$ cat src/shared/cic_pkg.sv
// Purpose: constants and types for the core interrupt control block
// Assumes: one 100 MHz clock, synchronous active-high reset
// Notes: register indices; byte address on the bus is four times the index
// Summary of operation
// - the control register answers at indices 0Bh, 8Bh, 10Bh and 18Bh, all one physical register.
// - peripheral-group requests pass to the global gate only while the peripheral enable is 1.
// - timer0 overflow sets its flag, which requests only while its enable is 1 and stays until cleared.
// - the external pin enable masks the pending external flag.
// - the selected edge on the external pin sets its flag, which only software clears.
// - the port-change enable masks the port-change flag.
// - any upper port pin differing from its latched value sets the port-change flag.
// - while the mismatch lasts the flag is set again every cycle, so a clear does not stick.
// - a port data read relatches the upper pins and ends the mismatch; only software clears the flag.
// - each flag sets on its condition whatever the enables say.
// - the external flag follows a rising edge when edge select is 1 and a falling edge when 0.
package cic_pkg;
	localparam int ADR_W = 12;
	localparam int IDX_W = 10;
	// mirrored control register indices
	localparam logic [IDX_W-1:0] IDX_IC_BANK0 = 10'h00B;
	localparam logic [IDX_W-1:0] IDX_IC_BANK1 = 10'h08B;
	localparam logic [IDX_W-1:0] IDX_IC_BANK2 = 10'h10B;
	localparam logic [IDX_W-1:0] IDX_IC_BANK3 = 10'h18B;
	// block-level registers
	localparam logic [IDX_W-1:0] IDX_EVT_STATUS = 10'h040;
	localparam logic [IDX_W-1:0] IDX_EVT_MASK = 10'h041;
	localparam logic [IDX_W-1:0] IDX_CONFIG = 10'h042;
	// control register fields
	localparam int BIT_GIE = 7;
	localparam int BIT_PGE = 6;
	localparam int BIT_T0E = 5;
	localparam int BIT_EXE = 4;
	localparam int BIT_PCE = 3;
	localparam int BIT_T0F = 2;
	localparam int BIT_EXF = 1;
	localparam int BIT_PCF = 0;
	// config register field
	localparam int BIT_EDGE_SEL = 6;
	// event status / mask layout
	localparam int EVT_T0 = 2;
	localparam int EVT_EX = 1;
	localparam int EVT_PC = 0;
	localparam int EVT_W = 3;
	localparam logic [7:0] IC_RESET = 8'h00;
	localparam logic [7:0] CONFIG_RESET = 8'h40;
	localparam logic [EVT_W-1:0] EVT_RESET = 3'h0;
	localparam logic [31:0] DATA_ZERO = 32'h0000_0000;
	typedef enum logic [1:0] {
		WB_IDLE,
		WB_ACK
	} cic_wb_state_t;
endpackage

$ cat src/shared/cic_evt_if.sv
`timescale 1ns/1ns
// Purpose: carries source events from the detector to the register block
// Assumes: single clock domain
// Notes: all signals are one-cycle pulses or levels; ext_edge and mismatch are combinational from the pins
interface cic_evt_if;
	logic ext_edge;
	logic mismatch;
	logic edge_sel;
	logic relatch;
	modport det (output ext_edge, output mismatch, input edge_sel, input relatch);
	modport reg_side (input ext_edge, input mismatch, output edge_sel, output relatch);
endinterface

$ cat src/core/cic_evt_det.sv
`timescale 1ns/1ns
// Purpose: external pin edge detect and upper port pin mismatch detect
// Assumes: pins are synchronous to sys_clk
// Notes: latch is loaded during reset so no false mismatch follows release
module cic_evt_det (
	input wire logic sys_clk,
	input wire logic rst,
	input wire logic ext_irq_pin,
	input wire logic [3:0] upper_port_pins,
	cic_evt_if.det evt
);
	import cic_pkg::*;

	logic pin_prev_q;
	logic [3:0] port_latch_q;

	always_ff @(posedge sys_clk) begin
		pin_prev_q <= ext_irq_pin;
	end

	// rising when select is 1, falling when 0
	always_comb begin
		if (rst) begin
			evt.ext_edge = 1'b0;
		end else if (evt.edge_sel) begin
			evt.ext_edge = ext_irq_pin & ~pin_prev_q;
		end else begin
			evt.ext_edge = ~ext_irq_pin & pin_prev_q;
		end
	end

	always_ff @(posedge sys_clk) begin
		if (rst || evt.relatch) begin
			port_latch_q <= upper_port_pins;
		end
	end

	// held high the whole time the mismatch lasts
	assign evt.mismatch = ~rst && (upper_port_pins != port_latch_q);
endmodule

$ cat src/core/cic_top.sv
// Our own choice: the Wishbone register port.
`timescale 1ns/1ns
// Purpose: core interrupt control register with wishbone slave access
// Assumes: classic wishbone, 32-bit data, byte address = 4 * index
// Notes: control register mirrored at four indices; sticky event status
module cic_top (
	input wire logic sys_clk,
	input wire logic rst,
	input wire logic wb_cyc_i,
	input wire logic wb_stb_i,
	input wire logic wb_we_i,
	input wire logic [cic_pkg::ADR_W-1:0] wb_adr_i,
	input wire logic [3:0] wb_sel_i,
	input wire logic [31:0] wb_dat_i,
	output logic [31:0] wb_dat_o,
	output logic wb_ack_o,
	input wire logic timer0_overflow,
	input wire logic ext_irq_pin,
	input wire logic [3:0] upper_port_pins,
	input wire logic port_data_read,
	input wire logic periph_group_req,
	output logic core_irq_req,
	output logic irq
);
	import cic_pkg::*;

	function automatic logic idx_hit(input logic [ADR_W-1:0] adr, input logic [IDX_W-1:0] idx);
		idx_hit = (adr[ADR_W-1:2] == idx) && (adr[1:0] == 2'b00);
	endfunction

	function automatic logic is_ctrl(input logic [ADR_W-1:0] adr);
		is_ctrl = idx_hit(adr, IDX_IC_BANK0) || idx_hit(adr, IDX_IC_BANK1) ||
			idx_hit(adr, IDX_IC_BANK2) || idx_hit(adr, IDX_IC_BANK3);
	endfunction

	cic_evt_if evt ();

	logic [7:0] irq_control_reg_q;
	logic [7:0] irq_control_reg_d;
	logic [7:0] config_q;
	logic [EVT_W-1:0] evt_status_q;
	logic [EVT_W-1:0] evt_status_d;
	logic [EVT_W-1:0] evt_mask_q;
	logic [EVT_W-1:0] evt_raw;
	logic [31:0] rd_data_d;
	logic [31:0] wb_dat_q;
	logic wb_ack_q;
	logic core_irq_q;
	logic irq_q;
	logic bus_req;
	logic wr_en;
	logic wr_ctrl;
	logic wr_cfg;
	logic wr_sts;
	logic wr_msk;
	logic gate_src;
	cic_wb_state_t wb_state_q;

	cic_evt_det u_det (
		.sys_clk(sys_clk),
		.rst(rst),
		.ext_irq_pin(ext_irq_pin),
		.upper_port_pins(upper_port_pins),
		.evt(evt)
	);

	assign evt.edge_sel = config_q[BIT_EDGE_SEL];
	// port block signals the data register read; relatch ends the mismatch
	assign evt.relatch = port_data_read;

	// bus handshake: ack the cycle after a request, write at the acked edge
	assign bus_req = wb_cyc_i && wb_stb_i;
	assign wr_en = bus_req && wb_we_i && wb_ack_q && wb_sel_i[0];
	assign wr_ctrl = wr_en && is_ctrl(wb_adr_i);
	assign wr_cfg = wr_en && idx_hit(wb_adr_i, IDX_CONFIG);
	assign wr_sts = wr_en && idx_hit(wb_adr_i, IDX_EVT_STATUS);
	assign wr_msk = wr_en && idx_hit(wb_adr_i, IDX_EVT_MASK);

	always_ff @(posedge sys_clk) begin
		if (rst) begin
			wb_state_q <= WB_IDLE;
			wb_ack_q <= 1'b0;
		end else begin
			case (wb_state_q)
				WB_IDLE: begin
					if (bus_req) begin
						wb_state_q <= WB_ACK;
						wb_ack_q <= 1'b1;
					end
				end
				WB_ACK: begin
					wb_state_q <= WB_IDLE;
					wb_ack_q <= 1'b0;
				end
				default: begin
					wb_state_q <= WB_IDLE;
					wb_ack_q <= 1'b0;
				end
			endcase
		end
	end

	// unmapped reads return zero, unmapped writes are dropped
	always_comb begin
		rd_data_d = DATA_ZERO;
		if (is_ctrl(wb_adr_i)) begin
			rd_data_d[7:0] = irq_control_reg_q;
		end else if (idx_hit(wb_adr_i, IDX_CONFIG)) begin
			rd_data_d[7:0] = config_q;
		end else if (idx_hit(wb_adr_i, IDX_EVT_STATUS)) begin
			rd_data_d[EVT_W-1:0] = evt_status_q;
		end else if (idx_hit(wb_adr_i, IDX_EVT_MASK)) begin
			rd_data_d[EVT_W-1:0] = evt_mask_q;
		end
	end

	always_ff @(posedge sys_clk) begin
		if (rst) begin
			wb_dat_q <= DATA_ZERO;
		end else if (bus_req && wb_state_q == WB_IDLE) begin
			wb_dat_q <= rd_data_d;
		end
	end

	// flag sets win over a software write in the same cycle
	always_comb begin
		irq_control_reg_d = irq_control_reg_q;
		if (wr_ctrl) begin
			irq_control_reg_d = wb_dat_i[7:0];
		end
		if (timer0_overflow) begin
			irq_control_reg_d[BIT_T0F] = 1'b1;
		end
		if (evt.ext_edge) begin
			irq_control_reg_d[BIT_EXF] = 1'b1;
		end
		// mismatch re-sets every cycle, so a clear only sticks after relatch or once the pins return to the latched value
		if (evt.mismatch) begin
			irq_control_reg_d[BIT_PCF] = 1'b1;
		end
	end

	always_ff @(posedge sys_clk) begin
		if (rst) begin
			irq_control_reg_q <= IC_RESET;
		end else begin
			irq_control_reg_q <= irq_control_reg_d;
		end
	end

	always_ff @(posedge sys_clk) begin
		if (rst) begin
			config_q <= CONFIG_RESET;
		end else if (wr_cfg) begin
			config_q <= wb_dat_i[7:0] & CONFIG_RESET;
		end
	end

	// masked sources, peripheral group behind its own enable
	always_comb begin
		gate_src = 1'b0;
		if (irq_control_reg_q[BIT_T0E] && irq_control_reg_q[BIT_T0F]) begin
			gate_src = 1'b1;
		end
		if (irq_control_reg_q[BIT_EXE] && irq_control_reg_q[BIT_EXF]) begin
			gate_src = 1'b1;
		end
		if (irq_control_reg_q[BIT_PCE] && irq_control_reg_q[BIT_PCF]) begin
			gate_src = 1'b1;
		end
		if (irq_control_reg_q[BIT_PGE] && periph_group_req) begin
			gate_src = 1'b1;
		end
	end

	always_ff @(posedge sys_clk) begin
		if (rst) begin
			core_irq_q <= 1'b0;
		end else begin
			core_irq_q <= irq_control_reg_q[BIT_GIE] && gate_src;
		end
	end

	// system-side sticky event log, write one to clear, set wins
	assign evt_raw[EVT_T0] = timer0_overflow;
	assign evt_raw[EVT_EX] = evt.ext_edge;
	assign evt_raw[EVT_PC] = evt.mismatch;

	always_comb begin
		evt_status_d = evt_status_q;
		if (wr_sts) begin
			evt_status_d = evt_status_q & ~wb_dat_i[EVT_W-1:0];
		end
		evt_status_d = evt_status_d | evt_raw;
	end

	always_ff @(posedge sys_clk) begin
		if (rst) begin
			evt_status_q <= EVT_RESET;
		end else begin
			evt_status_q <= evt_status_d;
		end
	end

	always_ff @(posedge sys_clk) begin
		if (rst) begin
			evt_mask_q <= EVT_RESET;
		end else if (wr_msk) begin
			evt_mask_q <= wb_dat_i[EVT_W-1:0];
		end
	end

	always_ff @(posedge sys_clk) begin
		if (rst) begin
			irq_q <= 1'b0;
		end else begin
			irq_q <= |(evt_status_q & evt_mask_q);
		end
	end

	assign wb_dat_o = wb_dat_q;
	assign wb_ack_o = wb_ack_q;
	assign core_irq_req = core_irq_q;
	assign irq = irq_q;
endmodule

$ cat config.mk
export PLATFORM = sky130hd
export DESIGN_NAME = cic_top
export DESIGN_NICKNAME = d
export VERILOG_FILES = /design/src/shared/cic_pkg.sv /design/src/shared/cic_evt_if.sv /design/src/core/cic_evt_det.sv /design/src/core/cic_top.sv
export SDC_FILE = /design/constraint.sdc
export NUM_CORES = 1
export LEC_CHECK = 0
export BUFFER_PORTS_ARGS = -buffer_cell sky130_fd_sc_hd__buf_2
export CAP_MARGIN = 20
export CORE_MARGIN = 5
export CORE_UTILIZATION = 38
export DETAILED_ROUTE_END_ITERATION = 7
export GPL_TIMING_DRIVEN = 1
export PLACE_DENSITY = 0.82
export SYNTH_ARGS = -nofsm -noshare
export SYNTH_HDL_FRONTEND = slang
export SYNTH_HIERARCHICAL = 1
export SYNTH_SLANG_ARGS = --single-unit
$ cat constraint.sdc
create_clock -name sys_clk -period 1.93 [get_ports sys_clk]
set_input_delay 0.2895 -clock sys_clk [delete_from_list [all_inputs] [get_ports sys_clk]]
set_output_delay 0.2895 -clock sys_clk [all_outputs]
set_load 0.01 [all_outputs]
==> results of run 1 <==
metal layers:
layer  track usage, %  routed length [µm]  up-vias
met2             21.3                1650       47
met5                0                   0        -
met3             3.44                 238        8
met1             15.7                1370      587
li1                 -                   -      635
met4             5.74                  65        0
cell families (layout without fill, tap and decap cells):
kind of cell | after synthesis | after routing | share of synthesized area [%]
other cells | 1 | 24 | 0.247
mux | 11 | 11 | 7.51
buf+inv | 34 | 62 | 14.4
xor+xnor | 4 | 4 | 2.31
compound gates | 30 | 30 | 13.0
flops | 31 | 31 | 43.6
simple gates | 51 | 51 | 19.0
flip-flops by register name (all words and copies together) (netlist names), 3 cells and up:
| signal | flops |
|---|---|
| wb_dat_o | 8 |
| evt_mask_q | 3 |
| u_det/port_latch_q | 4 |
| irq_control_reg_q | 8 |
| evt_status_q | 3 |
stage by stage:
step / utilization, % / worst slack [ns] / total power, mW
3_5_place_dp: 44.3 / -0.129 / 0.849
2_1_floorplan: - / -0.0217 / 0.824
5_1_grt: 46.5 / 0.0867 / 1.40
6_report: 46.5 / 0.151 / 1.34
3_3_place_gp: 44.3 / -0.120 / 0.845
4_1_cts: 46.5 / 0.166 / 1.35
synth_stat cells (all sizes together), types with 2 or more instances:
master | count | area (µm²)
a211oi | 3 | 22.5
a21oi | 14 | 70.1
a221oi | 2 | 17.5
a311oi | 3 | 26.3
buf | 25 | 185
clkbuf | 5 | 18.8
dfxtp | 27 | 541
edfxtp | 4 | 120
inv | 4 | 15.0
mux2 | 3 | 33.8
mux2i | 8 | 80.1
nand2 | 7 | 26.3
nand3 | 7 | 35.0
nand4 | 3 | 18.8
nor2 | 16 | 60.1
nor3 | 2 | 10.0
nor4 | 3 | 33.8
o21ai | 3 | 15.0
or2 | 3 | 18.8
or4 | 2 | 16.3
xnor2 | 4 | 35.0
layout by cell type, fill, tap and decap left out, types with 2 or more instances in the layout:
master	count
buf_2	44
dfxtp_1	27
conb_1	24
nor2_1	16
a21oi_1	14
mux2i_1	8
nand3_1	7
nand2_1	7
clkbuf_8	6
buf_4	6
inv_1	4
xnor2_1	4
edfxtp_1	4
or2_2	3
a311oi_1	3
o21ai_0	3
nand4_1	3
a211oi_1	3
mux2_2	3
a221oi_1	2
nor4_1	2
nor3_1	2
worst max-delay path by stage:
| stage | startpoint | endpoint | slack (ns) | cells past startpoint |
|---|---|---|---|---|
| final | wb_adr_i[5] | evt_mask_q[0]$_SDFFE_PP0P_ | 0.15 | 5 |
| after global routing | wb_adr_i[5] | evt_mask_q[2]$_SDFFE_PP0P_ | 0.09 | 5 |
| after CTS | wb_adr_i[5] | evt_mask_q[2]$_SDFFE_PP0P_ | 0.17 | 5 |
| after detailed placement | wb_adr_i[5] | evt_mask_q[2]$_SDFFE_PP0P_ | -0.13 | 5 |
| after global placement | wb_adr_i[5] | evt_mask_q[2]$_SDFFE_PP0P_ | -0.12 | 5 |
| after floorplan | wb_adr_i[4] | evt_mask_q[0]$_SDFFE_PP0P_ | -0.02 | 5 |
final cells by class:
cell class                      instances  area [µm²]  share of cell area, %
Timing Repair Buffer                   51         285                   15.6
Clock inverter                          1        5.00                  0.273
Multi-Input combinational cell        120         723                   39.4
Inverter                                4        15.0                  0.819
Sequential cell                        31         661                   36.0
Tap cell                               50        62.6                   3.41
Clock buffer                            6        82.6                   4.50
power groups by stage:
stage	clock (mW)	combinational (mW)	sequential, mW
detailed placement	0	0.143	0.706
floorplan	0	0.118	0.706
finish	0.501	0.143	0.692
CTS	0.512	0.143	0.692
global placement	0	0.139	0.706
global route	0.542	0.162	0.694
==> impl_metrics.env, run 1 <==
export IMPL_status="completed"
export IMPL_seq_power_share_pct=51.8
export IMPL_powerDensity_nw_per_um2=729
export IMPL_finalSetupViolations=0
export IMPL_final_area_um2=1830
export IMPL_num_rows=23
export IMPL_ir_worst_vdd_mv=0.349
export IMPL_layout_drive_gt1_share_pct=31.5
export IMPL_hold_ws_ns=0.142
export IMPL_end_kind="register"
export IMPL_crit_type="input port to register"
export IMPL_ys_seq_area_share_pct=43.6
export IMPL_die_w_um=73.2
export IMPL_fin_crit_sh_pct=92.2
export IMPL_fmax_mhz=562
export IMPL_die_h_um=73.2
export IMPL_place_inst=256
export IMPL_finalHoldViolations=0
export IMPL_dpl_hpwl_um=2570
export IMPL_drc=0
export IMPL_clkSinkCount=31
export IMPL_synth_edf_count=4
export IMPL_crit_family="simple AND/OR/NAND/NOR gates"
export IMPL_cap_violations=0
export IMPL_clk_pin_slew_ns=0.06
export IMPL_finalWeightedCongestion=0.821
export IMPL_wire_per_inst_um=12.6
export IMPL_slowest_stage="or4b_2"
export IMPL_die_area_um2=5350
export IMPL_hold_end="u_det/pin_prev_q$_DFF_P_"
export IMPL_leakagePower_nw=0.785
export IMPL_async_flop_share_pct=0
export IMPL_r2r_start="wb_ack_o$_SDFFE_PP0N_"
export IMPL_cp_cell_sequence="buf_2 > or4b_2 > or4_2 > o21ai_0 > a21oi_1"
export IMPL_finalNonFillerCells=263
export IMPL_reg2reg_to="evt_status_q[1]$_SDFF_PP0_"
export IMPL_antenna_found_initial=0
export IMPL_critPathArrivalTime_ns=1.92
export IMPL_syn_to_final_growth_pct=21.0
export IMPL_io_buffers=44
export IMPL_slew_limit_headroom_pct=61.8
export IMPL_antennaDiodeCount=0
export IMPL_holdPathStages=1
export IMPL_cts_tree="done"
export IMPL_slowest_delay_ns=0.68
export IMPL_slew_violations=0
export IMPL_hp_start="ext_irq_pin"
export IMPL_root_buffer="clkbuf_8"
export IMPL_ff2ff_path_depth=4
export IMPL_drtPass1Iterations=4
export IMPL_grt_ovfl_total=0
export IMPL_critPathLaunchType="input port"
export IMPL_final_antenna_net_count=0
export IMPL_fin_setup_tns_ns=0
export IMPL_grt_max_degree=30
export IMPL_tritoncts_num_buffers=5
export IMPL_ys_ff_latch=31
export IMPL_clk_path_buf_depth=2
export IMPL_power_frac_comb_pct=10.7
export IMPL_grt_usage_pct=12.9
export IMPL_initial_core_util_pct=38.5
export IMPL_core_area_um2=3940
export IMPL_cts_hold_buffers=0
export IMPL_power_switching_mw=0.320
export IMPL_netlist_instances=162
export IMPL_avgSynthCellArea_um2=9.36
export IMPL_cts_resized=0
export IMPL_swShare_pct=23.9
export IMPL_min_period_ns=1.78
export IMPL_drt_iter0_drc=44
export IMPL_filler_cell_count=378
export IMPL_r2r_slack_ns=0.44
export IMPL_num_io_pins=96
export IMPL_finalWirelength_um=3320
export IMPL_grt_pass1_vias=1268
export IMPL_holdCritPathClass="input port to register"
export IMPL_htree_levels=2
export IMPL_vias=1277
export IMPL_path_max_fanout=3
export IMPL_skew_ns=0.00540
export IMPL_syn_cell_area_um2=1520
export IMPL_p_int_mw=1.02
export IMPL_via_per_inst=4.86
export IMPL_worst_path_buf_inv=1
export IMPL_clkLatencyLatePin_ns=0.28
export IMPL_placed_area_um2=1750
export IMPL_yosys_cell_types_count=38
export IMPL_cts_setup_buffers=0
export IMPL_yosysWarnings=6
export IMPL_ys_flop_type="dfxtp_1"
export IMPL_layout_nets=274
export IMPL_required_ns=2.07
export IMPL_tightest_slew_ns=0.571
export IMPL_rsz0062_at_grt="false"
export IMPL_pwr_share_clk_pct=37.5
export IMPL_grt_first_pass_wirelength_um=5480
Power figures use the tool's default switching activity.
==> inputs of run 2 (changes only) <==
--- a/config.mk
+++ b/config.mk
@@ -5,10 +5,11 @@
 export SDC_FILE = /design/constraint.sdc
 export NUM_CORES = 1
 export LEC_CHECK = 0
-export BUFFER_PORTS_ARGS = -buffer_cell sky130_fd_sc_hd__buf_2
+export BUFFER_PORTS_ARGS = -buffer_cell sky130_fd_sc_hd__buf_4
 export CAP_MARGIN = 20
 export CORE_MARGIN = 5
 export CORE_UTILIZATION = 38
+export CTS_CLUSTER_DIAMETER = 120
 export DETAILED_ROUTE_END_ITERATION = 7
 export GPL_TIMING_DRIVEN = 1
 export PLACE_DENSITY = 0.82
==> run 2 against run 1 <==
Compared with the run above:
- sequential share of layout area down 2.0 points
- global-route usage up 0.25 points
- register-to-register slack better by 0.08 ns
- cell count up 0.38%
- first-iteration DRC count down 41%
- clock skew down 0.0032 ns
- non-clock buffer count unchanged
- combinational power up 14%
- largest power group unchanged
==> impl_metrics.env, run 2 (synthesis gave the netlist of run 1 again) <==
export IMPL_status="completed"
export IMPL_reg2reg_to="evt_status_q[0]$_SDFF_PP0_"
export IMPL_root_buffer="clkbuf_8"
export IMPL_die_h_um=73.2
export IMPL_holdPathStages=1
export IMPL_grt_pass1_vias=1321
export IMPL_filler_cell_count=368
export IMPL_worst_path_buf_inv=1
export IMPL_clk_pin_slew_ns=0.06
export IMPL_wl_met3_um=223
export IMPL_layout_drive_gt1_share_pct=31.3
export IMPL_slew_limit_headroom_pct=63.5
export IMPL_drc=0
export IMPL_grt_usage_pct=13.2
export IMPL_crit_family="simple AND/OR/NAND/NOR gates"
export IMPL_cts_resized=0
export IMPL_clk_path_buf_depth=2
export IMPL_die_w_um=73.2
export IMPL_clkSinkCount=31
export IMPL_cts_setup_buffers=0
export IMPL_routed_top_layer="met4"
export IMPL_cap_violations=0
export IMPL_powerDensity_nw_per_um2=722
export IMPL_syn_to_final_growth_pct=28.2
export IMPL_cts_hold_buffers=0
export IMPL_total_power_mw=1.40
export IMPL_end_kind="register"
export IMPL_grt_first_pass_wirelength_um=5530
export IMPL_ff2ff_path_depth=4
export IMPL_grt_max_degree=30
export IMPL_vias=1285
export IMPL_finalHoldViolations=0
export IMPL_min_period_ns=1.77
export IMPL_startpoint="wb_adr_i[5]"
export IMPL_tightest_slew_ns=0.545
export IMPL_drt_iter0_drc=26
export IMPL_layout_nets=274
export IMPL_slew_violations=0
export IMPL_initial_core_util_pct=38.5
export IMPL_skew_ns=0.00219
export IMPL_holdCritPathClass="input port to register"
export IMPL_met2_length_um=1650
export IMPL_critPathArrivalTime_ns=1.93
export IMPL_antennaDiodeCount=0
export IMPL_finalWirelength_um=3360
export IMPL_layout_common_cells="buf_4 (51), dfxtp_1 (27), conb_1 (24)"
export IMPL_cp_cell_sequence="buf_4 > or4b_2 > or4_2 > o21ai_0 > a21oi_1"
export IMPL_wire_per_inst_um=12.7
export IMPL_hold_end="u_det/pin_prev_q$_DFF_P_"
export IMPL_hold_ws_ns=0.131
export IMPL_wl_met1_um=1400
export IMPL_slowest_delay_ns=0.67
export IMPL_critPathLaunchType="input port"
export IMPL_ir_worst_vdd_mv=0.318
export IMPL_leakagePower_nw=0.816
export IMPL_grt_ovfl_total=0
export IMPL_drtPass1Iterations=4
export IMPL_num_io_pins=96
export IMPL_die_area_um2=5350
export IMPL_final_antenna_net_count=0
export IMPL_crit_type="input port to register"
export IMPL_tritoncts_num_buffers=5
export IMPL_path_max_fanout=3
export IMPL_rsz0062_at_grt="false"
export IMPL_slowest_stage="or4b_2"
export IMPL_fmax_mhz=564
export IMPL_num_rows=23
export IMPL_core_area_um2=3940
export IMPL_io_buffers=44
export IMPL_required_ns=2.09
export IMPL_via_per_inst=4.87
export IMPL_cts_tree="done"
export IMPL_htree_levels=2
export IMPL_layout_cells_most_common="buf_4"
export IMPL_antenna_found_initial=0
export IMPL_r2r_slack_ns=0.52
export IMPL_r2r_start="wb_ack_o$_SDFFE_PP0N_"
export IMPL_dpl_hpwl_um=2660
export IMPL_fin_crit_sh_pct=91.8
export IMPL_finalSetupViolations=0
export IMPL_hp_start="ext_irq_pin"
export IMPL_finalWeightedCongestion=0.824
export IMPL_clkLatencyLatePin_ns=0.28
run 2: cell count changes in the layout (fill, tap and decap cells not counted), sizes merged:
cell / delta
clkinv: -1
clkbuf: +2
run 2: final cells by class:
cell class / count / area (µm²) / area share (%)
Tap cell: 50 / 62.6 / 3.22
Sequential cell: 31 / 661 / 34.0
Timing Repair Buffer: 51 / 383 / 19.7
Clock buffer: 8 / 100 / 5.15
Inverter: 4 / 15.0 / 0.772
Multi-Input combinational cell: 120 / 723 / 37.2
run 2: worst max-delay path by stage:
stage,slack (ns),end,cells after the start
after floorplan,-0.02,evt_mask_q[0]$_SDFFE_PP0P_,5
after global placement,-0.11,evt_mask_q[2]$_SDFFE_PP0P_,5
after detailed placement,-0.13,evt_mask_q[2]$_SDFFE_PP0P_,5
after CTS,0.16,evt_mask_q[2]$_SDFFE_PP0P_,5
after global routing,0.1,evt_status_q[2]$_SDFF_PP0_,7
final,0.16,evt_mask_q[2]$_SDFFE_PP0P_,5
run 2: where the power goes:
group	internal (mW)	switching (mW)	total (mW)
clock network	0.325	0.223	0.548
logic	0.0804	0.0829	0.163
registers	0.678	0.0152	0.693
run 2: worst reg2reg max path: stages, from the launching register on:
cell      delay (ns)
dfxtp_1         0.38
nand3_1         0.17
nor2_1          0.35
and3b_1         0.29
a311oi_1        0.10
run 2: per-layer routing:
metal	vias to the layer above	GRT usage [%]
met4	0	7.17
met1	595	14.8
li1	636	-
met5	-	0
met2	46	22.5
met3	8	3.44
run 2: stage by stage:
stage	cells	util (%)	worst slack (ns)	setup TNS (ns)	instance area, µm²
floorplan	185	-	-0.0217	-0.0649	1600
global placement	256	46.8	-0.107	-0.644	1840
detailed placement	256	46.8	-0.134	-0.715	1840
CTS	264	49.3	0.163	0	1940
global route	264	49.3	0.0986	0	1940
finish	264	49.3	0.157	0	1940
